File: src/cmp_pkg.sv
// Package with register map, field positions and carrier types for the dual comparator control.
package cmp_pkg;
    localparam int ADDR_W = 3;
    localparam logic [2:0] ADDR_MAIN_ONE = 3'h0;
    localparam logic [2:0] ADDR_INPUTS_ONE = 3'h1;
    localparam logic [2:0] ADDR_MAIN_TWO = 3'h2;
    localparam logic [2:0] ADDR_INPUTS_TWO = 3'h3;
    localparam logic [2:0] ADDR_MIRROR = 3'h4;
    localparam logic [2:0] ADDR_FLAGS = 3'h5;
    // Main control register fields.
    localparam int BIT_ON = 7;
    localparam int BIT_RESULT = 6;
    localparam int BIT_PIN_DRIVE = 5;
    localparam int BIT_INVERT = 4;
    localparam int BIT_SPEED = 2;
    localparam int BIT_HYST = 1;
    localparam int BIT_SYNC = 0;
    // Input control register fields.
    localparam int BIT_RISE_EN = 7;
    localparam int BIT_FALL_EN = 6;
    localparam int PLUS_LO = 4;
    localparam int MINUS_LO = 0;
    localparam logic [7:0] MAIN_WMASK = 8'hb7;
    localparam logic [7:0] INPUTS_WMASK = 8'hf3;
    localparam logic [7:0] MAIN_RESET = 8'h04;
    localparam logic [7:0] INPUTS_RESET = 8'h00;
    localparam logic [1:0] PLUS_PIN = 2'h0;
    localparam logic [1:0] PLUS_DAC = 2'h1;
    localparam logic [1:0] PLUS_FIXED = 2'h2;
    localparam logic [1:0] PLUS_ALT = 2'h3;

    typedef struct packed {
        logic [7:0] main;
        logic [7:0] inputs;
    } cmp_cfg_t;

    // Controls to one analog core.
    typedef struct packed {
        logic enable;
        logic high_speed;
        logic hysteresis;
        logic [1:0] plus_sel;
        logic [1:0] minus_sel;
        logic plus_to_ground;
    } core_ctrl_t;
endpackage

File: src/dual_comparator_control.sv
// Register file, polarity, synchronisation, output routing and edge flags for two comparators.
`timescale 1ns/1ns

// Notes on behaviour
// comparator_on enables the core; cleared means the core is off.
// comparator_result reads the post-polarity compare outcome, read only.
// result_pin_drive routes the result to the pin, ignoring comparator_on.
// result_invert inverts the core output before reporting and use.
// speed_power_select resets to 1 for normal speed; 0 selects low power.
// hysteresis_enable drives the core hysteresis control.
// With sync set, timer and pin output update on timer clock falling edge.
// With sync clear, timer and pin output follow the result unlatched.
// rise_flag_enable lets a rising result edge set the event flag.
// fall_flag_enable lets a falling result edge set the event flag.
// plus_input_select picks pin, DAC, fixed reference, or shared pin/ground.
// minus_input_select picks one of four shared minus pins.
// Mirror register holds both results in bits 1..0; unused bits read 0.
// Internal result is latched once per cycle; outside outputs are not.
// Software clears the flag; an edge in the same cycle keeps it set.
// Edge detection follows the post-polarity result even when disabled.
// Pin drive overrides the port latch regardless of comparator_on.
// Raw core output passes a two-stage synchroniser before edge detection.
module dual_comparator_control
    import cmp_pkg::*;
(
    // Clock and reset
    input wire logic clk_sys,
    input wire logic reset_n,
    // Register port
    input wire logic [ADDR_W-1:0] reg_addr,
    input wire logic [7:0] reg_wdata,
    input wire logic reg_wr,
    input wire logic reg_rd,
    output logic [7:0] reg_rdata,
    // Analog cores and companion timer
    input wire logic [1:0] core_raw,
    input wire logic timer_clk_src,
    output core_ctrl_t core_ctrl_one,
    output core_ctrl_t core_ctrl_two,
    // Outputs to the gate timer, the pins and the event flags
    output logic [1:0] timer_gate_out,
    output logic [1:0] pin_out,
    output logic [1:0] pin_override,
    output logic [1:0] event_flag
);

    ////////////////////////////////////////////////////////////////////////////////
    // Configuration registers.
    cmp_cfg_t cfg_q [2];
    cmp_cfg_t cfg_d [2];
    logic [7:0] rdata_q, rdata_d;
    logic [1:0] flag_q, flag_d;

    always_comb
    begin
        for (int i = 0; i < 2; i++)
        begin
            cfg_d[i] = cfg_q[i];
        end
        if (reg_wr)
        begin
            unique case (reg_addr)
                ADDR_MAIN_ONE: cfg_d[0].main = reg_wdata & MAIN_WMASK;
                ADDR_INPUTS_ONE: cfg_d[0].inputs = reg_wdata & INPUTS_WMASK;
                ADDR_MAIN_TWO: cfg_d[1].main = reg_wdata & MAIN_WMASK;
                ADDR_INPUTS_TWO: cfg_d[1].inputs = reg_wdata & INPUTS_WMASK;
                default: ;
            endcase
        end
    end

    always_ff @(posedge clk_sys)
    begin
        if (!reset_n)
        begin
            for (int i = 0; i < 2; i++)
            begin
                cfg_q[i].main <= MAIN_RESET;
                cfg_q[i].inputs <= INPUTS_RESET;
            end
        end
        else
        begin
            cfg_q <= cfg_d;
        end
    end

    ////////////////////////////////////////////////////////////////////////////////
    // Result path: synchroniser, polarity, per-cycle latch, edge detection.
    // The analog output is asynchronous, so only sync2 feeds any logic.
    logic [1:0] sync1_q, sync2_q, res_q, res_d;
    logic [1:0] post_pol, rise, fall, pin_q, pin_d, gate_q, gate_d, ovr_q, ovr_d;
    logic tclk_q;
    logic tfall;

    always_comb
    begin
        for (int i = 0; i < 2; i++)
        begin
            // A disabled core gives a low raw level; polarity still applies.
            post_pol[i] = (sync2_q[i] & cfg_q[i].main[BIT_ON])
                ^ cfg_q[i].main[BIT_INVERT];
        end
        res_d = post_pol;
        rise = res_d & ~res_q;
        fall = ~res_d & res_q;
        tfall = tclk_q & ~timer_clk_src;
        flag_d = flag_q;
        for (int i = 0; i < 2; i++)
        begin
            if (reg_wr && reg_addr == ADDR_FLAGS && !reg_wdata[i])
            begin
                flag_d[i] = 1'b0;
            end
            if ((rise[i] && cfg_q[i].inputs[BIT_RISE_EN])
                || (fall[i] && cfg_q[i].inputs[BIT_FALL_EN]))
            begin
                flag_d[i] = 1'b1;
            end
        end
        gate_d = gate_q;
        for (int i = 0; i < 2; i++)
        begin
            if (!cfg_q[i].main[BIT_SYNC])
            begin
                gate_d[i] = post_pol[i];
            end
            else if (tfall)
            begin
                gate_d[i] = post_pol[i];
            end
            ovr_d[i] = cfg_q[i].main[BIT_PIN_DRIVE];
        end
        pin_d = gate_d;
    end

    always_ff @(posedge clk_sys)
    begin
        if (!reset_n)
        begin
            sync1_q <= 2'h0;
            sync2_q <= 2'h0;
            res_q <= 2'h0;
            flag_q <= 2'h0;
            gate_q <= 2'h0;
            pin_q <= 2'h0;
            ovr_q <= 2'h0;
            tclk_q <= 1'b0;
        end
        else
        begin
            sync1_q <= core_raw;
            sync2_q <= sync1_q;
            res_q <= res_d;
            flag_q <= flag_d;
            gate_q <= gate_d;
            pin_q <= pin_d;
            ovr_q <= ovr_d;
            tclk_q <= timer_clk_src;
        end
    end

    ////////////////////////////////////////////////////////////////////////////////
    // Core controls and read port.
    core_ctrl_t ctl_d [2];
    core_ctrl_t ctl_q [2];

    always_comb
    begin
        for (int i = 0; i < 2; i++)
        begin
            ctl_d[i].enable = cfg_q[i].main[BIT_ON];
            ctl_d[i].high_speed = cfg_q[i].main[BIT_SPEED];
            ctl_d[i].hysteresis = cfg_q[i].main[BIT_HYST];
            ctl_d[i].plus_sel = cfg_q[i].inputs[PLUS_LO+:2];
            ctl_d[i].minus_sel = cfg_q[i].inputs[MINUS_LO+:2];
            ctl_d[i].plus_to_ground = (i == 1) && (ctl_d[i].plus_sel == PLUS_ALT);
        end
        rdata_d = 8'h00;
        if (reg_rd)
        begin
            unique case (reg_addr)
                ADDR_MAIN_ONE: rdata_d = cfg_q[0].main | {1'b0, res_q[0], 6'h00};
                ADDR_INPUTS_ONE: rdata_d = cfg_q[0].inputs;
                ADDR_MAIN_TWO: rdata_d = cfg_q[1].main | {1'b0, res_q[1], 6'h00};
                ADDR_INPUTS_TWO: rdata_d = cfg_q[1].inputs;
                ADDR_MIRROR: rdata_d = {6'h00, res_q};
                ADDR_FLAGS: rdata_d = {6'h00, flag_q};
                default: rdata_d = 8'h00;
            endcase
        end
    end

    always_ff @(posedge clk_sys)
    begin
        if (!reset_n)
        begin
            rdata_q <= 8'h00;
            for (int i = 0; i < 2; i++)
            begin
                ctl_q[i] <= '0;
                // The core must see the reset speed setting while reset is held.
                ctl_q[i].high_speed <= MAIN_RESET[BIT_SPEED];
            end
        end
        else
        begin
            rdata_q <= rdata_d;
            ctl_q <= ctl_d;
        end
    end

    assign reg_rdata = rdata_q;
    assign core_ctrl_one = ctl_q[0];
    assign core_ctrl_two = ctl_q[1];
    assign timer_gate_out = gate_q;
    assign pin_out = pin_q;
    assign pin_override = ovr_q;
    assign event_flag = flag_q;

    ////////////////////////////////////////////////////////////////////////////////
    // Checks.
    AST_RISE_SETS: assert property (@(posedge clk_sys) disable iff (!reset_n)
        (rise[0] && cfg_q[0].inputs[BIT_RISE_EN]) |=> event_flag[0])
        else $error("rising edge did not set flag");
    AST_FALL_SETS: assert property (@(posedge clk_sys) disable iff (!reset_n)
        (fall[0] && cfg_q[0].inputs[BIT_FALL_EN]) |=> event_flag[0])
        else $error("falling edge did not set flag");
    AST_NO_FLAG: assert property (@(posedge clk_sys) disable iff (!reset_n)
        (!flag_q[0] && !cfg_q[0].inputs[BIT_RISE_EN] && !cfg_q[0].inputs[BIT_FALL_EN])
        |=> !event_flag[0])
        else $error("flag set with edges disabled");
    AST_CLEAR_LOSES: assert property (@(posedge clk_sys) disable iff (!reset_n)
        (reg_wr && reg_addr == ADDR_FLAGS && rise[0] && cfg_q[0].inputs[BIT_RISE_EN])
        |=> event_flag[0])
        else $error("edge lost during clear");
    AST_SYNC_HOLD: assert property (@(posedge clk_sys) disable iff (!reset_n)
        (cfg_q[1].main[BIT_SYNC] && !tfall) |=> $stable(timer_gate_out[1]))
        else $error("synced output moved without timer falling edge");
    AST_ASYNC_FOLLOW: assert property (@(posedge clk_sys) disable iff (!reset_n)
        !cfg_q[0].main[BIT_SYNC] |=> timer_gate_out[0] == $past(post_pol[0]))
        else $error("unsynced output did not follow");
    AST_MIRROR: assert property (@(posedge clk_sys) disable iff (!reset_n)
        (reg_rd && reg_addr == ADDR_MIRROR) |=> reg_rdata == {6'h00, $past(res_q)})
        else $error("mirror read wrong");
    AST_SYNC_PATH: assert property (@(posedge clk_sys) disable iff (!reset_n)
        (cfg_q[1].main[BIT_ON] && !cfg_q[1].main[BIT_INVERT]) ##1
        (cfg_q[1].main[BIT_ON] && !cfg_q[1].main[BIT_INVERT]) |-> res_d[1] == $past(core_raw[1], 2))
        else $error("result not two stages behind core");
    AST_SPEED_RESET: assert property (@(posedge clk_sys)
        $rose(reset_n) |-> cfg_q[0].main[BIT_SPEED] && cfg_q[1].main[BIT_SPEED])
        else $error("speed bit not set after reset");
    COV_FLAG: cover property (@(posedge clk_sys) disable iff (!reset_n) $rose(event_flag[0]));
    COV_SYNC: cover property (@(posedge clk_sys) disable iff (!reset_n)
        cfg_q[1].main[BIT_SYNC] && tfall);
    COV_CLEAR: cover property (@(posedge clk_sys) disable iff (!reset_n) $fell(event_flag[0]));
endmodule

File: config.mk
export PLATFORM = sky130hd
export DESIGN_NAME = dual_comparator_control
export DESIGN_NICKNAME = d
export VERILOG_FILES = /design/src/cmp_pkg.sv /design/src/dual_comparator_control.sv
export SDC_FILE = /design/constraint.sdc
export NUM_CORES = 1
export LEC_CHECK = 0
export ABC_AREA = 1
export BUFFER_PORTS_ARGS = -buffer_cell sky130_fd_sc_hd__buf_2
export CAP_MARGIN = 10
export CELL_PAD_IN_SITES_DETAIL_PLACEMENT = 1
export CELL_PAD_IN_SITES_GLOBAL_PLACEMENT = 1
export CORE_MARGIN = 2
export CORE_UTILIZATION = 40
export CTS_BUF_LIST = sky130_fd_sc_hd__clkbuf_2 sky130_fd_sc_hd__clkbuf_4 sky130_fd_sc_hd__clkbuf_8
export DETAILED_ROUTE_END_ITERATION = 6
export PLACE_DENSITY_LB_ADDON = 0.1
export SYNTH_ARGS = -nofsm -noshare
export SYNTH_HDL_FRONTEND = slang
export SYNTH_SLANG_ARGS = --single-unit
File: constraint.sdc
create_clock -name clk_sys -period 1.2 [get_ports clk_sys]
set_input_delay 0.18 -clock clk_sys [delete_from_list [all_inputs] [get_ports clk_sys]]
set_output_delay 0.18 -clock clk_sys [all_outputs]
set_load 0.1 [all_outputs]
Word-level counts from Yosys, hierarchy flattened
Index checks and enable logic that the tools add are counted.
Widths: inputs -> output; s select.
- register bits after elaboration: 61
- bits of input ports: 18
- output and inout port bits: 32
- logic and storage cells: 74
- eq/ne operators: 8
- multiplexer cells: 9
- bitwise operators: 12
- reductions and logical operators: 19
- operators by type and width (operator ; count):
    $pmux 8 s6 ; 1
    $or 8x7->8 ; 2
    $reduce_and 2->1 ; 5
    $mux 1 ; 8
    $logic_and 1x1->1 ; 7
    $eq 3x2->1 const B ; 2
    $eq 3x3->1 const B ; 2
    $and 2x2->2 ; 2
    $ne 2x1->1 const B ; 2
    $not 2->2 ; 2
    $reduce_bool 2->1 ; 2
    $and 1x1->1 ; 3
    $eq 3x1->1 const B ; 1
    $logic_not 3->1 ; 1
    $eq 2x2->1 const B ; 1
    $logic_not 1->1 ; 2
    $logic_or 1x1->1 ; 2
    $xor 1x1->1 ; 2
    $not 1->1 ; 1

Longest topological paths before layout
- depth after elaboration: 7
- mapped depth: 8
- gate-level depth less buffers: 7

Least setup slack after synthesis
No wires, ideal clock.
- path type: register to output
- from: register gate_q[0] (netlist: timer_gate_out[0])
- to: output port timer_gate_out[0]
- data arrival time: 1369 ps
- required time: 1020 ps
- path slack: -349 ps
- cell stages (with the launch flop): 2
- buffers on the path: 1
- path through: dfxtp_1 -> buf_4
- RTL lines (element ; line ; text):
    from (decl) ; dual_comparator_control.sv:92 ; logic [1:0] post_pol, rise, fall, pin_q, pin_d, gate_q, gate_d, ovr_q, ovr_d;
    from (signal assigned) ; dual_comparator_control.sv:156 ; gate_q <= gate_d;
    to (decl) ; dual_comparator_control.sv:41 ; output logic [1:0] timer_gate_out,
No word-level cell between the ends.

Final worst setup path
- from: register ctl_q (netlist bit core_ctrl_two[1])
- to: output port core_ctrl_two[1] (netlist bit)
- RTL lines (element ; line ; text):
    from (decl) ; dual_comparator_control.sv:166 ; core_ctrl_t ctl_q [2];
    from (signal assigned) ; dual_comparator_control.sv:209 ; ctl_q <= ctl_d;
    to (decl) ; dual_comparator_control.sv:39 ; output core_ctrl_t core_ctrl_two,
No word-level cell between the ends.

==> results.py <==
metrics = {
    "final_layout": {
        "final_nets": 386,
        "drive_above_1_share": 0.258,
        "area_growth_pct": 44.7,
        "antenna_cells": 0,
        "design_area_mm2": 0.00332,
        "final_core_util": 0.600,
        "fin_cells": 444,
    },
    "clock_network": {
        "numCtsBuffers": 9,
        "cts_tree": "yes",
        "post-cts-setup-buffer-count": 0,
        "clockRootBuffer": "clkbuf_8",
        "cts.path.max_buffers": 2,
        "cts.sinks": 59,
        "clk_pin_slew_worst_paths_ns": 0.07,
        "cts_resized": 0,
        "insertion_delay_ns": 0.34,
        "htree_levels": 3,
        "cts_hold_buf": 0,
    },
    "timing": {
        "fmax_mhz": 891,
        "final_max_slew_viol_count": 0,
        "worst_hold_slack_ns": 0.0188,
        "final-setup-viol-count": 0,
        "finalClockSkew_ns": 0.00624,
        "hold_viol_final": 0,
        "fin_ws_ns": 0.0778,
        "rsz0062_at_grt": "false",
        "setup_tns_ns": 0,
        "period_minus_slack_ns": 1.12,
        "finalCritPeriodShare": 0.935,
    },
    "route": {
        "antenna_left": 0,
        "detail_route.vias_per_cell": 4.97,
        "wl_um": 6940,
        "drtIter0Drc": 126,
        "firstDrtPassIters": 4,
        "num_vias": 2208,
        "wl_per_cell_um": 15.6,
        "drc": 0,
    },
    "synth": {
        "synth_top_area_share": 0.514,
        "synth_xor_area_frac": 0,
        "synth_common_cells": "nand2_1 (65), dfxtp_1 (59), nor2_1 (56)",
        "synth_edf_count": 0,
        "ys_seq_area_frac": 0.514,
        "ys_warn_count": 0,
        "synth_top_family_by_area": "simple AND/OR/NAND/NOR gates",
        "ys.flop_type": "dfxtp_1",
        "synth_cell_types": 24,
        "syn_inst": 306,
        "synth.most_common_cell": "nand2_1",
        "synth_area_leaders": "dfxtp_1 (51%), nand2_1 (11%), nor2_1 (9.2%), o21ai_0 (6.1%), inv_1 (5.7%)",
        "yosys.area_share.adder": 0,
        "syn_avg_cell_area_um2": 7.50,
        "synth_seq_cells": 59,
        "synth_mux_area_frac": 0,
        "async_reset_ff_frac": 0,
        "synth-compound-area-share": 0.0916,
        "syn_area_mm2": 0.00230,
        "yosys.area_share.simple": 0.288,
        "yosys.area.top_type": "dfxtp_1",
    },
    "grt": {
        "grtUsageTotal": 0.242,
        "grt_overflow": 0,
        "grt_pass1_wl_um": 11500,
        "grt_max_degree": 25,
        "antenna_found_initial": 0,
        "grt_pass1_vias": 2327,
    },
    "hold_path": {
        "hold_class": "in -> reg",
        "holdPathEnd": "sync1_q[1]",
        "worstHoldStart": "core_raw[1]",
        "hold_depth": 3,
    },
    "setup_path": {
        "crit_path_max_fanout": 1,
        "slowest_stage": "dfxtp_1",
        "crit_path_start_kind": "flop",
        "path_cells": "buf_12",
        "crit_buf_inv": 1,
        "rrSetupSlack_ns": 0.14,
        "cpLargestDelayFamily": "flip-flops",
        "cp.required_ns": 1.02,
        "timing.rr.end": "event_flag[0]",
        "crit_arrival_ns": 0.94,
        "cpPeakStageDelay_ns": 0.40,
        "endpoint_kind": "output port",
        "r2r_start": "cfg_q[23]",
        "reg2reg_depth": 5,
        "path_class": "reg -> out",
    },
    "floorplanning": {
        "rows": 27,
        "coreArea_mm2": 0.00554,
        "initial_core_util": 0.414,
        "die_w_um": 79.8,
        "die_h_um": 79.8,
        "fp.dieArea_mm2": 0.00636,
        "io_pins": 50,
    },
    "pwr": {
        "finalPower_mw": 4.37,
        "p_leak_nw": 1.55,
        "powerDensity_mw_per_mm2": 1310,
        "ir_drop_v": 0.000843,
    },
    "placed_design": {
        "place_congestion": 0.863,
        "place_ws_ns": -0.0517,
        "dp.cells": 429,
        "dpl.hpwl_um": 5080,
        "placed_cell_area_mm2": 0.00314,
        "io_buffer_count": 46,
    },
    "run": {
        "maxCapViolations": 0,
    },
    "run_status": {
        "status": "completed",
    },
}
## power breakdown
group / internal, mW / switching [mW]
combinational: 0.194 / 0.394
clock: 0.924 / 0.791
sequential: 2.02 / 0.0503
total: 3.13 / 1.24
## metal layers
layer	share of wire	routed length, um	vias up	GRT usage
met3	0.037	260	18	0.0475
li1	-	-	1071	-
met4	0.025	170	0	0.124
met2	0.52	3600	53	0.424
met5	0	0	-	0
met1	0.42	2900	1066	0.280
## worst min-delay path: cells and delay by family
family | cells | cell delay [ns]
buffers and inverters | 2 | 0.12
and+or+nand+nor | 1 | 0.04
## area by class of cell
| cell class | count | area [um2] |
|---|---|---|
| fill | 666 | 2220 |
| sequential | 59 | 1190 |
| multi-input combinational | 195 | 878 |
| timing repair buffer | 62 | 826 |
| clock buffer | 13 | 173 |
| inverter | 41 | 158 |
| tap | 72 | 90.1 |
| clock inverter | 2 | 10.0 |
## worst max path at each step
stage                                 start                end  slack, ns  cells after the start
after floorplan           timer_gate_out[0]  timer_gate_out[0]     -0.009                      1
after global placement          reg_addr[1]           cfg_q[4]       0.03                      6
after detailed placement        reg_addr[1]           cfg_q[4]      -0.05                      6
after CTS                  core_ctrl_two[1]   core_ctrl_two[1]       0.07                      1
after global routing              cfg_q[23]      event_flag[0]       0.06                      5
final                      core_ctrl_two[1]   core_ctrl_two[1]       0.08                      1
## kinds of logic after synthesis
family / after synthesis
AO/OA/AOI/OAI: 41
buffers and inverters: 53
flip-flops: 59
other: 1
AND/OR/NAND/NOR: 152
## cell usage in the layout, fill, tap and decap left out, drive strengths merged, types with 4 or more instances in the layout
cell type   n
nor2       61
o21ai      29
nand4       7
nand2      67
a21oi      10
clkinv      4
dfxtp      59
inv        39
nand3      14
buf        62
clkbuf     13
## sequential cells by signal, summed over array words and instances (netlist names), 7 cells and up
name	count
core_ctrl_one	7
cfg_q	24
core_ctrl_two	8
reg_rdata	7
(Power assumes the default switching activity.)
